[src/include/tpd_defs.vh]
/*
 * Constants for the test point strap and debug port: pin counts, strap
 * encodings, static debug levels and the clock figures from which the
 * divider half periods are derived.
 * Assumes inclusion by bare name from the design files.
 */
`ifndef TPD_DEFS_VH
`define TPD_DEFS_VH

`define TPD_PIN_COUNT      8
`define TPD_STRAP_W        3
`define TPD_DIV_W          8
`define TPD_DIV_CHANNELS   4

// strap encodings of the low three pins
`define TPD_MODE_HIZ       3'h0
`define TPD_MODE_CLKDBG    3'h2

// clock debug mode: pins 3, 5, 6 high, pin 4 low
`define TPD_DBG_LEVELS     8'h68
`define TPD_OE_NONE        8'h00
`define TPD_OE_ALL         8'hff
`define TPD_PULLDOWN_ALL   8'hff

// rates in Hz
`define TPD_SYS_CLK_HZ     25000000
`define TPD_CLK0_HZ        60000000
`define TPD_CLK1_HZ        30000000
`define TPD_CLK7_HZ        7500000
`define TPD_VAR_MIN_HZ     700000
`define TPD_VAR_MAX_HZ     22500000

`endif

[src/core/tpd_port.v]
/*
 * Eight-pin test point port: catches the strap on the low three pins as
 * reset releases, then drives the pins per the captured or reprogrammed
 * test mode (tri-state or clock debug outputs).
 * Assumes resetn is already synchronous to sys_clk; tp_in comes from pads
 * and is resynchronised here; sw_* inputs come from sys_clk logic.
 */
// What this block does
// - pins inputs in reset, outputs after release in mode 010 only
// - strap caught only on reset rising edge
// - later strap pin changes are ignored
// - weak pull-down on every pin
// - mode 000 keeps every pin tri-stated
// - mode 010 drives debug clocks and levels
// - only low three pins select the mode
// - software may reprogram selection after release
`timescale 1ns/1ps
`include "tpd_defs.vh"

module tpd_port (
    input  wire                     sys_clk,
    input  wire                     resetn,
    input  wire [`TPD_PIN_COUNT-1:0] tp_in,
    output reg  [`TPD_PIN_COUNT-1:0] tp_out,
    output reg  [`TPD_PIN_COUNT-1:0] tp_oe,
    output reg  [`TPD_PIN_COUNT-1:0] tp_pulldown_en,
    input  wire                     sw_mode_load,
    input  wire [`TPD_STRAP_W-1:0]  sw_mode,
    input  wire [`TPD_DIV_W-1:0]    sw_var_half,
    output reg  [`TPD_STRAP_W-1:0]  test_mode
);

    // half period in sys_clk cycles, rounded down, never below one
    function [`TPD_DIV_W-1:0] half_of;
        input integer hz;
        integer raw;
        begin
            raw = `TPD_SYS_CLK_HZ / (2 * hz);
            if (raw < 1)
                raw = 1;
            half_of = raw[`TPD_DIV_W-1:0];
        end
    endfunction

    // rates above sys_clk/2 cannot be made here; they clamp to one cycle
    localparam [`TPD_DIV_W-1:0] HALF_CLK0    = half_of(`TPD_CLK0_HZ);
    localparam [`TPD_DIV_W-1:0] HALF_CLK1    = half_of(`TPD_CLK1_HZ);
    localparam [`TPD_DIV_W-1:0] HALF_CLK7    = half_of(`TPD_CLK7_HZ);
    localparam [`TPD_DIV_W-1:0] HALF_VAR_MIN = half_of(`TPD_VAR_MAX_HZ);
    localparam [`TPD_DIV_W-1:0] HALF_VAR_MAX = half_of(`TPD_VAR_MIN_HZ);

    reg  [`TPD_PIN_COUNT-1:0] tp_meta;
    reg  [`TPD_PIN_COUNT-1:0] tp_sync;
    reg                       in_reset;
    reg  [`TPD_DIV_W-1:0]     var_half;
    reg  [`TPD_STRAP_W-1:0]   next_mode;
    reg  [`TPD_PIN_COUNT-1:0] next_oe;
    reg  [`TPD_PIN_COUNT-1:0] next_out;
    wire [`TPD_DIV_CHANNELS-1:0] div_clk;
    wire [`TPD_DIV_CHANNELS*`TPD_DIV_W-1:0] div_half;
    wire                      dbg_run;

    // pad synchroniser runs through reset so the strap is settled at release
    always @(posedge sys_clk) begin
        tp_meta <= tp_in;
        tp_sync <= tp_meta;
    end

    // software divisor for the variable clock, clamped to its legal band
    always @(posedge sys_clk) begin
        if (!resetn)
            var_half <= HALF_VAR_MAX;
        else if (sw_var_half < HALF_VAR_MIN)
            var_half <= HALF_VAR_MIN;
        else if (sw_var_half > HALF_VAR_MAX)
            var_half <= HALF_VAR_MAX;
        else
            var_half <= sw_var_half;
    end

    assign div_half = {var_half, HALF_CLK7, HALF_CLK1, HALF_CLK0};
    assign dbg_run  = (test_mode == `TPD_MODE_CLKDBG);

    genvar ch;
    generate
        for (ch = 0; ch < `TPD_DIV_CHANNELS; ch = ch + 1) begin : g_div
            tpd_clkdiv u_div (
                .sys_clk  (sys_clk),
                .resetn   (resetn),
                .run      (dbg_run),
                .half_cnt (div_half[ch*`TPD_DIV_W +: `TPD_DIV_W]),
                .div_clk  (div_clk[ch])
            );
        end
    endgenerate

    always @* begin
        if (in_reset)
            next_mode = tp_sync[`TPD_STRAP_W-1:0];
        else if (sw_mode_load)
            next_mode = sw_mode;
        else
            next_mode = test_mode;
        case (next_mode)
            `TPD_MODE_CLKDBG: begin
                next_oe  = `TPD_OE_ALL;
                next_out = `TPD_DBG_LEVELS;
                next_out[0] = div_clk[0];
                next_out[1] = div_clk[1];
                next_out[2] = div_clk[3];
                next_out[7] = div_clk[2];
            end
            default: begin
                // unlisted codes behave as the quiet mode
                next_oe  = `TPD_OE_NONE;
                next_out = {`TPD_PIN_COUNT{1'b0}};
            end
        endcase
    end

    always @(posedge sys_clk) begin
        if (!resetn) begin
            in_reset       <= 1'b1;
            test_mode      <= `TPD_MODE_HIZ;
            tp_oe          <= `TPD_OE_NONE;
            tp_out         <= {`TPD_PIN_COUNT{1'b0}};
            tp_pulldown_en <= `TPD_PULLDOWN_ALL;
        end else begin
            in_reset       <= 1'b0;
            test_mode      <= next_mode;
            tp_oe          <= next_oe;
            tp_out         <= next_out;
            tp_pulldown_en <= `TPD_PULLDOWN_ALL;
        end
    end

endmodule

[src/core/tpd_clkdiv.v]
/*
 * Toggle divider: produces a square wave whose half period is half_cnt
 * cycles of sys_clk while run is high; held low otherwise.
 * Assumes half_cnt is at least one and stable from the same clock domain.
 */
`timescale 1ns/1ps
`include "tpd_defs.vh"

module tpd_clkdiv (
    input  wire                  sys_clk,
    input  wire                  resetn,
    input  wire                  run,
    input  wire [`TPD_DIV_W-1:0] half_cnt,
    output reg                   div_clk
);

    reg [`TPD_DIV_W-1:0] cnt;

    always @(posedge sys_clk) begin
        if (!resetn || !run) begin
            cnt     <= {`TPD_DIV_W{1'b0}};
            div_clk <= 1'b0;
        end else if (cnt + 8'h01 >= half_cnt) begin
            cnt     <= {`TPD_DIV_W{1'b0}};
            div_clk <= ~div_clk;
        end else begin
            cnt <= cnt + 8'h01;
        end
    end

endmodule

[config.mk]
export PLATFORM = sky130hd
export DESIGN_NAME = tpd_port
export DESIGN_NICKNAME = d
export VERILOG_FILES = /design/src/core/tpd_port.v /design/src/core/tpd_clkdiv.v
export VERILOG_INCLUDE_DIRS = /design/src /design/src/include
export SDC_FILE = /design/constraint.sdc
export NUM_CORES = 1
export LEC_CHECK = 0
export CORE_MARGIN = 3
export CORE_UTILIZATION = 30
export CTS_BUF_LIST = sky130_fd_sc_hd__clkbuf_4
export DETAILED_ROUTE_END_ITERATION = 16
export DONT_BUFFER_PORTS = 1
export PLACE_DENSITY_LB_ADDON = 0.1
export RECOVER_POWER = 25
export SLEW_MARGIN = 20
export SYNTH_ARGS = -nofsm -noshare
export SYNTH_HDL_FRONTEND = slang
export SYNTH_SLANG_ARGS = --single-unit
[constraint.sdc]
create_clock -name sys_clk -period 2.15 [get_ports sys_clk]
set_clock_uncertainty 0.2 [all_clocks]
set_input_delay 0.1075 -clock sys_clk [delete_from_list [all_inputs] [get_ports sys_clk]]
set_output_delay 0.1075 -clock sys_clk [all_outputs]
set_load 0.01 [all_outputs]
==> results, run 1 <==
- The run finished, with violations left.
- The final reports fail on negative setup slack.
- Synthesis instantiated slightly above 40 different standard cells from the library.
- Internal power comes to 1.67 mW.
- After routing, the total negative slack on setup checks comes to -1.87 ns.
- The number of standard cells after synthesis is approximately 240.
- Setup violations remaining at the end of the flow were counted as 9.
- The wire length of the first global-routing pass is 6910 µm.
- The number of global-route vias before repair is 1531.
- The maximum fanout encountered on the critical timing path is 7.
- The worst-case vdd ir drop is 0.000422 V.
- The number of search-and-repair iterations in the first detailed-routing pass is 3.
- For this design the ratio of total power to cell area is between 700 and 800 nW/µm².
- On the critical path, the stage with the largest delay is an instance of a2111o_1.
- The average instance in the mapped netlist occupies approximately 10 µm².
- The count of nets left with antenna violations once routing finished came out at 0.
- During synthesis, Yosys emitted a total of 0 warnings.
- The DRC violations left is 0.
- The clock sink total is 59.
- Counting both buffers and inverters, the worst setup path holds a total of 1.
- The clock slew at the register clock pins of the worst setup and hold paths is roughly 0.11 ns.
- The arrival time reported for the critical path endpoint is 2.51 ns.
- The initial antenna violation count is 0.
- The path category of the worst min-delay check is in2reg.
- On the final layout, the worst hold slack is roughly 0.05 ns.
- After layout, the minimum clock period comes to 2.37 ns.
- The worst hold path was traced through 3 stages.
- The clock latency reported for the late side of the worst-skew pair is approximately 0.40 ns.
- The number of CTS-inserted buffers is 9.
- Counting flops with a built-in enable in the synthesized netlist gives 0.
- The fraction of final layout cells sized beyond drive strength 1 is 14.5%.
- The total routed wirelength is 4140 µm.
- Summed over all nets, the half-perimeter wirelength after detailed placement is 2910 µm.
- The count of inserted antenna diode cells is 0.
- The portion of total power attributed to combinational logic is 5.7%.
- The global placer's final weighted congestion is 0.701.
- TritonCTS built the clock tree.
- In the finished design, the share of the clock period the worst path needs comes to 110%.
- In this design, the stage delay of the slowest critical-path cell is approximately 0.50 ns.
- The proportion of synthesized chip area in sequential cells is 48.6%.
- Across every metal layer, demand over resource in global routing totals 10.1%.
- The final hold violation count is 0.
- The maximum number of pins on one net before global-route repair is 13.
- Measured along the y axis, the die boundary spans 96.0 µm.
- Based on the critical path, the design can be clocked at up to ~420 MHz.
- For this configuration, the core starts out at a cell density of 31.1%.
- The number of cell rows is 32.
- Counting flops and latches in the post-synthesis netlist gives 59.
- The final-report max-slew violation count is 0.
- Counting cells, the worst reg-to-reg path comes to 10.
- The number of vias per cell after detailed routing is about 4.2.
- The top cell type's share of synthesized area is 48.6%.
- The cell type with the highest aggregate area in the netlist is dfxtp_1.
- The element type at the critical path end is a register.
- By area the synthesized netlist is led by dfxtp_1 49%, ha_1 8.7%, buf_4 5.9%.
- Input and output buffers added on the ports amount to 0.
- The signed area change from the synthesized netlist to the final layout is 25.3%.
- For this block, the via count after detailed routing is about 1600.
- The die area is 9220 µm².
- The start point of the worst hold path is sw_mode_load.
- The H-tree depth reported by CTS is 3.
- The final setup slack of the worst path is -0.222 ns.
- The horizontal extent of the die is roughly 96 µm.
- The startpoint identified for the worst register-to-register timing path is g_div[3].u_div.cnt[0].
- For hold timing, the worst endpoint is tp_oe[6].
- The power share of the sequential group is 52.8%.
- The class of the most critical setup path is reg2reg.
- Pin placement for this block handled 49 I/O pins.
- The signal on the critical path passes through buf_12 > ha_4 > nand3_4 > nor2_4 > xor2_2 > ha_1 > a21oi_2 > nor2b_1 > a2111o_1 > nor2b_1.
- After layout, the design draws a total of 2.19 mW.
- The DRC violation total after the first TritonRoute iteration is 18.
- The count of maximum capacitance violations is 0.
- The total core area is between 7000 and 8000 µm².
- Among cell families on the critical path, the largest total delay comes from compound AO/OA/AOI/OAI gates.
- The most instantiated flip-flop cell in the synthesis netlist is dfxtp_1.
- In this run the power spent charging and discharging nets is 0.523 mW.
- After detailed routing, the average wire length per cell comes to approximately 11 µm.
- For this run the aggregate overflow at the end of global routing stands at 0.
- The end of the worst register-to-register path is g_div[3].u_div.cnt[3].
- The combined area of all synthesized cells is 2430 µm².
- The root buffer cell chosen for the clock tree is clkbuf_4.
- The post-placement setup slack is -0.243 ns.
- The critical path starts at g_div[3].u_div.cnt[0].
- In this run switching power makes up 23.9% of total power.
- The share of total power dissipated in the clock network is 41.5%.
- The kind of start point of the critical path is a register.
- The static leakage power is 1.32 nW.
- For the worst setup path, the data required time is 2.29 ns.
- The reg2reg setup slack is -0.22 ns.
- In the final design database the tool counted 323 nets.
- In this design, the critical path's most frequently occurring cell is nor2b_1.
- The share of async-settable or async-resettable flops after synthesis is 0%.
- The maximum buffer depth of the clock tree is 2.
- Setup repair after global routing could not meet its margin everywhere.
synthesized netlist by cell type, drive strengths merged, types with 2 or more instances:
cell / n
nor2b: 11
xor2: 6
dfxtp: 59
inv: 14
a21oi: 6
a41oi: 2
nand2b: 5
and4: 4
and3: 18
a211oi: 4
nor4: 3
conb: 2
buf: 19
nand3b: 2
xnor2: 8
nand3: 5
mux2i: 3
nor2: 10
ha: 17
o21ai: 2
nor3: 8
a31oi: 3
nand2: 9
worst max-delay path by stage:
stage                     cells after the start                    end
after floorplan                               9  g_div[3].u_div.cnt[2]
final                                        10  g_div[3].u_div.cnt[3]
after detailed placement                      8  g_div[3].u_div.cnt[2]
after CTS                                     9  g_div[3].u_div.cnt[3]
after global routing                         10  g_div[3].u_div.cnt[3]
after global placement                        8  g_div[3].u_div.cnt[3]
layout by cell type (no fill, tap or decap), types with 9 or more instances in the layout:
| cell | instances |
|---|---|
| and3_1 | 16 |
| dfxtp_1 | 57 |
| dlygate4sd3_1 | 20 |
| ha_1 | 16 |
| inv_1 | 14 |
| clkbuf_4 | 9 |
| nand2_1 | 9 |
| nor2b_1 | 11 |
| conb_1 | 30 |
sequential cells by signal, indices dropped and copies added, names as in the netlist:
signal	cells
test_mode	3
g_div.u_div.cnt	32
var_half	8
tp_sync	3
in_reset	1
tp_out	4
g_div.u_div.div_clk	4
tp_meta	3
tp_oe	1
per-layer routing:
metal	vias up	part of all wire, %	track usage (%)
li1	874	-	-
met2	21	48	15.1
met4	0	2.2	4.98
met5	-	0	0
met1	717	45	12.4
met3	11	4.1	4.22
cells by family (layout without fill, tap and decap cells):
group	Yosys count	in the layout	share of synthesized area, %
DFF	59	59	48.6
and+or+nand+nor	79	79	18.5
muxes	4	4	1.70
xor gates and xnor gates	14	14	5.04
other	2	30	0.309
buffers and inverters	34	59	8.18
adders and majority gates	17	17	8.75
AOI/OAI and AO/OA	27	27	8.90
power by group through the flow:
stage          Combinational [mW]  Sequential, mW  Clock, mW
6_report                    0.124            1.16      0.909
5_1_grt                     0.143            1.17       1.00
4_1_cts                     0.123            1.16      0.957
3_5_place_dp               0.0916            1.18          0
3_3_place_gp               0.0914            1.18          0
2_1_floorplan              0.0955            1.18          0
worst register-to-register path, stage by stage, from the launching register on:
cell and delay (ns):
dfxtp_4 0.36, buf_12 0.12, ha_4 0.16, nand3_4 0.09
nor2_4 0.04, xor2_2 0.17, ha_1 0.34, a21oi_2 0.14
nor2b_1 0.06, a2111o_1 0.50, nor2b_1 0.14
cell type report:
type | instances | area, µm²
timing repair buffer | 29 | 280
inverter | 14 | 52.6
multi-input combinational | 171 | 1230
clock buffer | 9 | 67.6
tap | 102 | 128
sequential | 59 | 1190
clock inverter | 7 | 101
fill | 777 | 4760
per-stage QoR:
step	utilization [%]	area, µm²	std cells
after floorplan	-	2550	264
after global placement	33.1	2590	353
after detailed placement	33.1	2590	353
after CTS	38.7	3020	391
after global routing	39.0	3050	391
final	39.0	3050	391
timing repair:
action,4_1_cts,5_1_grt
hold buffers,20,0
endpoints found under the setup margin,9,15
pin swaps,7,7
buffers inserted,2,0
gates resized for setup,8,5
endpoints found under the hold margin,28,0
No activity file was read; power rests on OpenSTA's default activity.
==> run 2, diff against run 1 <==
--- a/constraint.sdc
+++ b/constraint.sdc
@@ -3,3 +3,3 @@
 set_input_delay 0.1075 -clock sys_clk [delete_from_list [all_inputs] [get_ports sys_clk]]
 set_output_delay 0.1075 -clock sys_clk [all_outputs]
-set_load 0.01 [all_outputs]
+set_load 0.1 [all_outputs]
==> results, run 2 (synthesized netlist as in run 1, its figures left out) <==
- The run finished, with violations left.
- The checks that failed: negative setup slack.
- The number of placed cells counting well taps came to 361 (+2.3%).
- The tightest slew margin relative to the limit is 63.3%.
- The total power divided by cell area is 748 nW/µm² (+3.9%).
- The number of vias per cell after detailed routing is 4.10 (-1.3%).
- Traced cell by cell, the critical path runs through and3_4 > nand3_4 > nor2_4 > xor2_2 > ha_1 > a41o_1 > a2111o_1 > nor2b_1.
- The count of input and output buffers is 0 (unchanged).
- The number of global-route vias before repair is 1538 (+0.46%).
- The worst-case vdd ir drop is 0.000329 V (-22%).
- The shortest period the worst path allows is 2.37 ns (+0.0000130 ns).
- The maximum number of pins on one net before global-route repair is 13 (unchanged).
- The number of nets at the end of the flow came to 330 (+2.2%).
- The number of cells on the worst reg-to-reg path came to 8 (-2).
- The power share of the clock group is 38.3% (-3.2 points).
- The clock sink total is 59 (unchanged).
- The internal power was 1.68 mW (+0.50%).
- The vertical die dimension is 96.0 µm (unchanged).
- The static leakage power is 1.37 nW (+4.1%).
- The global placer's final weighted congestion is 0.705 (+0.61%).
- At the pin with the least slew margin, the transition time is approximately 0.55 ns.
- The die area was 9220 µm² (unchanged).
- The min-delay analysis places its worst path in the category in2reg.
- The overall power after layout is 2.34 mW (+6.9%).
- The area growth from synthesis to layout is 28.9%.
- The setup total negative slack was -1.62 ns (+0.249 ns).
- STA classifies the critical path startpoint as a register.
- The clock root buffer is clkbuf_4.
- The number of nets with antenna violations after detailed routing was 0 (unchanged).
- The data required time at the worst endpoint is 2.28 ns (about the same).
- The power share of the sequential group is 49.3% (-3.5 points).
- The endpoint identified for the worst register-to-register timing path is g_div[3].u_div.cnt[3].
- The register ranked first by flip-flop count is g_div.u_div.cnt.
- The number of search-and-repair iterations in the first detailed-routing pass is 4 (+1).
- The total track usage is 10.1% (about the same).
- The achievable clock frequency came to 422 MHz (about the same).
- The DRC violation total after the first TritonRoute iteration is 40 (+22).
- The start point of the worst hold path is sw_mode_load.
- The number of flip-flops in the largest register was 32 (unchanged).
- The total core area is 7810 µm² (unchanged).
- The maximum fanout encountered on the critical timing path was 7 (unchanged).
- The number of non-filler instances in the completed layout is 398 (+1.8%).
- The fraction of final layout cells sized beyond drive strength 1 is 17.6% (+3.0 points).
- The final-report setup violation count came to 9 (unchanged).
- The horizontal extent of the die is 96.0 µm (unchanged).
- The H-tree depth reported by CTS is 3 (unchanged).
- The class of the most critical setup path is reg2reg.
- The final-report max-slew violation count came to 0 (unchanged).
- The post-layout utilization of the core is 40.1% (+1.1 points).
- The post-layout instance area is 3130 µm² (+2.9%).
- The residual overflow from global routing is 0 (unchanged).
- The estimated wirelength of the detail-placed design is 2880 µm (-1.2%).
- The power spent charging and discharging nets is 0.666 mW (+27%).
- The instance area at placement is 2680 µm² (+3.7%).
- The largest stage delay on the critical path is 0.51 ns (about the same).
- The routed wirelength normalized by instance count was 10.4 µm (-1.9%).
- The count of buffer and inverter cells on the critical path is 0 (-1).
- The I/O pin total is 49 (unchanged).
- The total routed wirelength is 4140 µm (about the same).
- The worst setup path is captured at a register.
- The post-placement setup slack is -0.275 ns (-0.0318 ns).
- TritonCTS built the clock tree.
- The clock latency reported for the late side of the worst-skew pair is 0.39 ns (about the same).
- The count of maximum capacitance violations is 0 (unchanged).
- The worst slack on hold paths is 0.0450 ns (-0.00362 ns).
- The final hold violation count is 0 (unchanged).
- Leaving out fill and tap cells, the most frequent cell in the layout is dfxtp_1.
- The maximum buffer depth of the clock tree came to 2 (unchanged).
- The initial antenna violation count was 0 (unchanged).
- The initial standard-cell utilization of the core is 31.1% (unchanged).
- On the critical path, the stage with the largest delay is an instance of a2111o_1.
- The number of fill cells was 786 (+1.2%).
- The portion of total power attributed to combinational logic is 12.4% (+6.7 points).
- The reg2reg setup slack was -0.22 ns (about the same).
- The start of the worst register-to-register path is g_div[3].u_div.cnt[1].
- The number of stages on the worst hold path is 3 (unchanged).
- The clock slew at the register clock pins of the worst setup and hold paths is 0.11 ns (about the same).
- The final setup slack of the worst path is -0.222 ns (-0.0000130 ns).
- The number of cell rows is 32 (unchanged).
- The number of CTS-inserted buffers came to 9 (unchanged).
- The total via count in the routed design was 1630 (+0.43%).
- The arrival time reported for the critical path endpoint is 2.51 ns (about the same).
- The switching power as a share of total power came to 28.4% (+4.6 points).
- In the layout the commonest cells are 55 x dfxtp_1, 30 x conb_1, 20 x dlygate4sd3_1.
- Setup repair after global routing could not meet its margin everywhere.
- The part of the cycle the worst path needs was 110% (about the same).
- The DRC violations left is 0 (unchanged).
- The wire length of the first global-routing pass was 6960 µm (+0.81%).
- The path with the worst hold slack has its endpoint at tp_oe[6].
- The count of inserted antenna diode cells is 0 (unchanged).
- The largest registers in the layout are g_div.u_div.cnt (32), var_half (8).
- The kind of cell with the highest combined delay along the critical path is compound AO/OA/AOI/OAI gates.
run 2: cell types whose count changed in the layout (fill, tap and decap cells not counted), sizes merged:
cell,delta
buf,+3
inv,+1
clkinv,+1
clkinvlp,-2
clkbuf,+4
run 2: area by class of cell:
type	instances	area, µm²	area share (%)
Clock buffer	9	67.6	2.16
Clock inverter	7	98.8	3.15
Inverter	14	52.6	1.68
Multi-Input combinational cell	171	1250	39.9
Sequential cell	59	1190	38.1
Tap cell	102	128	4.07
Timing Repair Buffer	36	343	10.9
run 2: power by group through the flow:
stage               Clock [mW]  Combinational (mW)  Sequential, mW
floorplan                    0               0.216            1.22
global route              1.01               0.309            1.16
CTS                      0.950               0.289            1.16
global placement             0               0.263            1.18
detailed placement           0               0.262            1.18
finish                   0.897               0.292            1.15
run 2: worst register-to-register path, stage by stage (launching register included):
cell and delay, ns:
dfxtp_4 0.37, and3_4 0.19, nand3_4 0.09, nor2_4 0.12, xor2_2 0.18, ha_1 0.27
a41o_1 0.23, a2111o_1 0.51, nor2b_1 0.15
run 2: metal layers:
layer / vias to the layer above / track usage (%) / share of wire [%]
met1: 720 / 11.9 / 45
met2: 22 / 15.3 / 50
li1: 881 / - / -
met5: - / 0 / 0
met4: 0 / 3.20 / 1.3
met3: 7 / 5.86 / 4.2
run 2: worst max path at each step:
| stage | start | endpoint | cells past startpoint |
|---|---|---|---|
| 2_1_floorplan | g_div[3].u_div.cnt[0] | g_div[3].u_div.cnt[2] | 9 |
| 3_3_place_gp | g_div[3].u_div.cnt[1] | g_div[3].u_div.cnt[3] | 8 |
| 3_5_place_dp | g_div[3].u_div.cnt[1] | g_div[3].u_div.cnt[3] | 8 |
| 4_1_cts | g_div[3].u_div.cnt[0] | g_div[3].u_div.cnt[3] | 9 |
| 5_1_grt | g_div[3].u_div.cnt[1] | g_div[3].u_div.cnt[3] | 8 |
| 6_report | g_div[3].u_div.cnt[1] | g_div[3].u_div.cnt[3] | 8 |
run 2: repair_timing:
action | 4_1_cts | 5_1_grt
cloned | 0 | 0
hold buffers | 19 | 1
endpoints found under the hold margin | 28 | 1
endpoints found under the setup margin | 9 | 19
setup buffers | 1 | 0
pin swaps | 7 | 4
resized for setup | 13 | 5
==> run 3, diff against run 2 <==
HOLD_SLACK_MARGIN = 0.08   (was default)
==> results, run 3 (synthesized netlist as in run 1, its figures left out) <==
- The run finished, with violations left.
- The final reports fail on negative setup slack.
- The final-report max-slew violation count is 0 (unchanged).
- The die area came to 9220 µm² (unchanged).
- The wire length of the first global-routing pass is 7090 µm (+1.9%).
- The power share of the clock group is 38.2% (about the same).
- The initial standard-cell utilization of the core was 31.1% (unchanged).
- The clock slew at the register clock pins of the worst setup and hold paths is 0.11 ns (about the same).
- The element type at the critical path end is a register.
- The switching power as a share of total power is 28.5% (+0.083 points).
- The horizontal extent of the die was 96.0 µm (unchanged).
- The number of nets with antenna violations after detailed routing was 0 (unchanged).
- The number of vias per cell after detailed routing is 4.12 (+0.58%).
- The routed wirelength normalized by instance count is 10.6 µm (+1.6%).
- The number of CTS-inserted buffers came to 9 (unchanged).
- The fraction of final layout cells sized beyond drive strength 1 is 17.3% (-0.23 points).
- The instance area at placement is 2680 µm² (unchanged).
- The residual overflow from global routing is 0 (unchanged).
- TritonCTS built the clock tree.
- The kind of start point of the critical path is a register.
- The count of maximum capacitance violations is 0 (unchanged).
- The DRC violation total after the first TritonRoute iteration is 39 (-2.5%).
- The DRC violations left was 0 (unchanged).
- Setup repair after global routing could not meet its margin everywhere.
- The H-tree depth reported by CTS came to 3 (unchanged).
- The internal power was 1.68 mW (+0.29%).
- The number of placed cells counting well taps is 361 (unchanged).
- The global placer's final weighted congestion is 0.705 (unchanged).
- The post-layout instance area is 3170 µm² (+1.3%).
- The total track usage is 10.3% (+0.21 points).
- The static leakage power came to 1.39 nW (+1.2%).
- The estimated wirelength of the detail-placed design is 2880 µm (unchanged).
- The overall power after layout is 2.35 mW (+0.40%).
- The total core area is 7810 µm² (unchanged).
- The number of search-and-repair iterations in the first detailed-routing pass came to 4 (unchanged).
- The setup total negative slack is -1.62 ns (+0.000290 ns).
- The clock sink total came to 59 (unchanged).
- The final setup slack of the worst path is -0.222 ns (unchanged).
- The maximum fanout encountered on the critical timing path is 7 (unchanged).
- The clock latency reported for the late side of the worst-skew pair is 0.40 ns (about the same).
- The number of non-filler instances in the completed layout is 402 (+1.0%).
- The portion of total power attributed to combinational logic was 12.7% (+0.3 points).
- In the layout the commonest cells are 55 x dfxtp_1, 30 x conb_1, 24 x dlygate4sd3_1.
- The class of the most critical setup path is reg2reg.
- The total power divided by cell area was 741 nW/µm² (-0.86%).
- The power spent charging and discharging nets is 0.671 mW (+0.70%).
- The number of flip-flops in the largest register is 32 (unchanged).
- Compared with the post-synthesis result, the final layout area differs by 30.6%.
- The count of input and output buffers is 0 (unchanged).
- The count of inserted antenna diode cells came to 0 (unchanged).
- The maximum buffer depth of the clock tree is 2 (unchanged).
- The final hold violation count is 0 (unchanged).
- The achievable clock frequency was 422 MHz (unchanged).
- The power share of the sequential group is 49.1% (-0.2 points).
- The library cell used most frequently in the layout, excluding fill and tap cells, is dfxtp_1.
- Clock tree synthesis selected as its root buffer the cell clkbuf_4.
- The initial antenna violation count is 0 (unchanged).
- The tightest slew margin relative to the limit is 63.3% (about the same).
- The largest registers in the layout are g_div.u_div.cnt (32), var_half (8).
- The data required time at the worst endpoint is 2.28 ns (about the same).
- The final-report setup violation count came to 9 (unchanged).
- The I/O pin total is 49 (unchanged).
- The number of global-route vias before repair was 1570 (+2.1%).
- The vertical die dimension is 96.0 µm (unchanged).
- The post-placement setup slack is -0.275 ns (unchanged).
- The shortest period the worst path allows is 2.37 ns (unchanged).
- The arrival time reported for the critical path endpoint is 2.51 ns (about the same).
- The total via count in the routed design came to 1656 (+1.6%).
- More flip-flops sit in one register than any other, and that register is g_div.u_div.cnt.
- The min-delay analysis places its worst path in the category reg2reg.
- The measured slew at the worst slew-check pin was 0.554 ns (-0.0000470 ns).
- The total routed wirelength is 4250 µm (+2.6%).
- The post-layout utilization of the core was 40.7% (+0.51 points).
- The maximum number of pins on one net before global-route repair is 13 (unchanged).
- The worst slack on hold paths was 0.137 ns (+0.0918 ns).
- The number of cell rows is 32 (unchanged).
- The number of nets at the end of the flow is 334 (+1.2%).
- The worst-case vdd ir drop came to 0.000334 V (+1.4%).
- The part of the cycle the worst path needs is 110% (unchanged).
## run 3: path summary, 6_finish.rpt
path | end | cells after the start | slack (ns) | start
worst min-delay path | tp_sync[1] | 0 | 0.14 | tp_meta[1]
worst max-delay path | g_div[3].u_div.cnt[3] | 8 | -0.22 | g_div[3].u_div.cnt[1]
worst min register to register | tp_sync[1] | 0 | 0.14 | tp_meta[1]
worst max register to register | g_div[3].u_div.cnt[3] | 8 | -0.22 | g_div[3].u_div.cnt[1]
## run 3: cell type report
type / count / area, µm²
Sequential cell: 59 / 1190
Clock buffer: 9 / 67.6
Timing Repair Buffer: 40 / 383
Fill cell: 787 / 4630
Tap cell: 102 / 128
Inverter: 14 / 52.6
Clock inverter: 7 / 98.8
Multi-Input combinational cell: 171 / 1250
## run 3: critical path: stages (launching register included)
cell,delay [ns]
dfxtp_4,0.37
and3_4,0.19
nand3_4,0.09
nor2_4,0.12
xor2_2,0.18
ha_1,0.27
a41o_1,0.23
a2111o_1,0.51
nor2b_1,0.15
## run 3: repair_timing
item                                    CTS  global route
buffers inserted                          1             0
resized for setup                        13             5
hold buffers                             23             1
endpoints found under the setup margin    9            19
hold endpoints to repair                 28             1
pin swaps                                 7             4
## run 3: layer usage
| metal | vias to the layer above | track usage [%] | share of wire [%] |
|---|---|---|---|
| met2 | 24 | 16.0 | 50 |
| met5 | - | 0 | 0 |
| met1 | 734 | 11.9 | 44 |
| met3 | 7 | 5.86 | 4.3 |
| met4 | 0 | 3.20 | 1.3 |
| li1 | 891 | - | - |
## run 3: power groups by stage
stage,Sequential [mW],Clock [mW],Combinational (mW)
2_1_floorplan,1.22,0,0.216
3_3_place_gp,1.18,0,0.263
3_5_place_dp,1.18,0,0.262
4_1_cts,1.16,0.950,0.295
5_1_grt,1.16,1.01,0.317
6_report,1.15,0.900,0.298
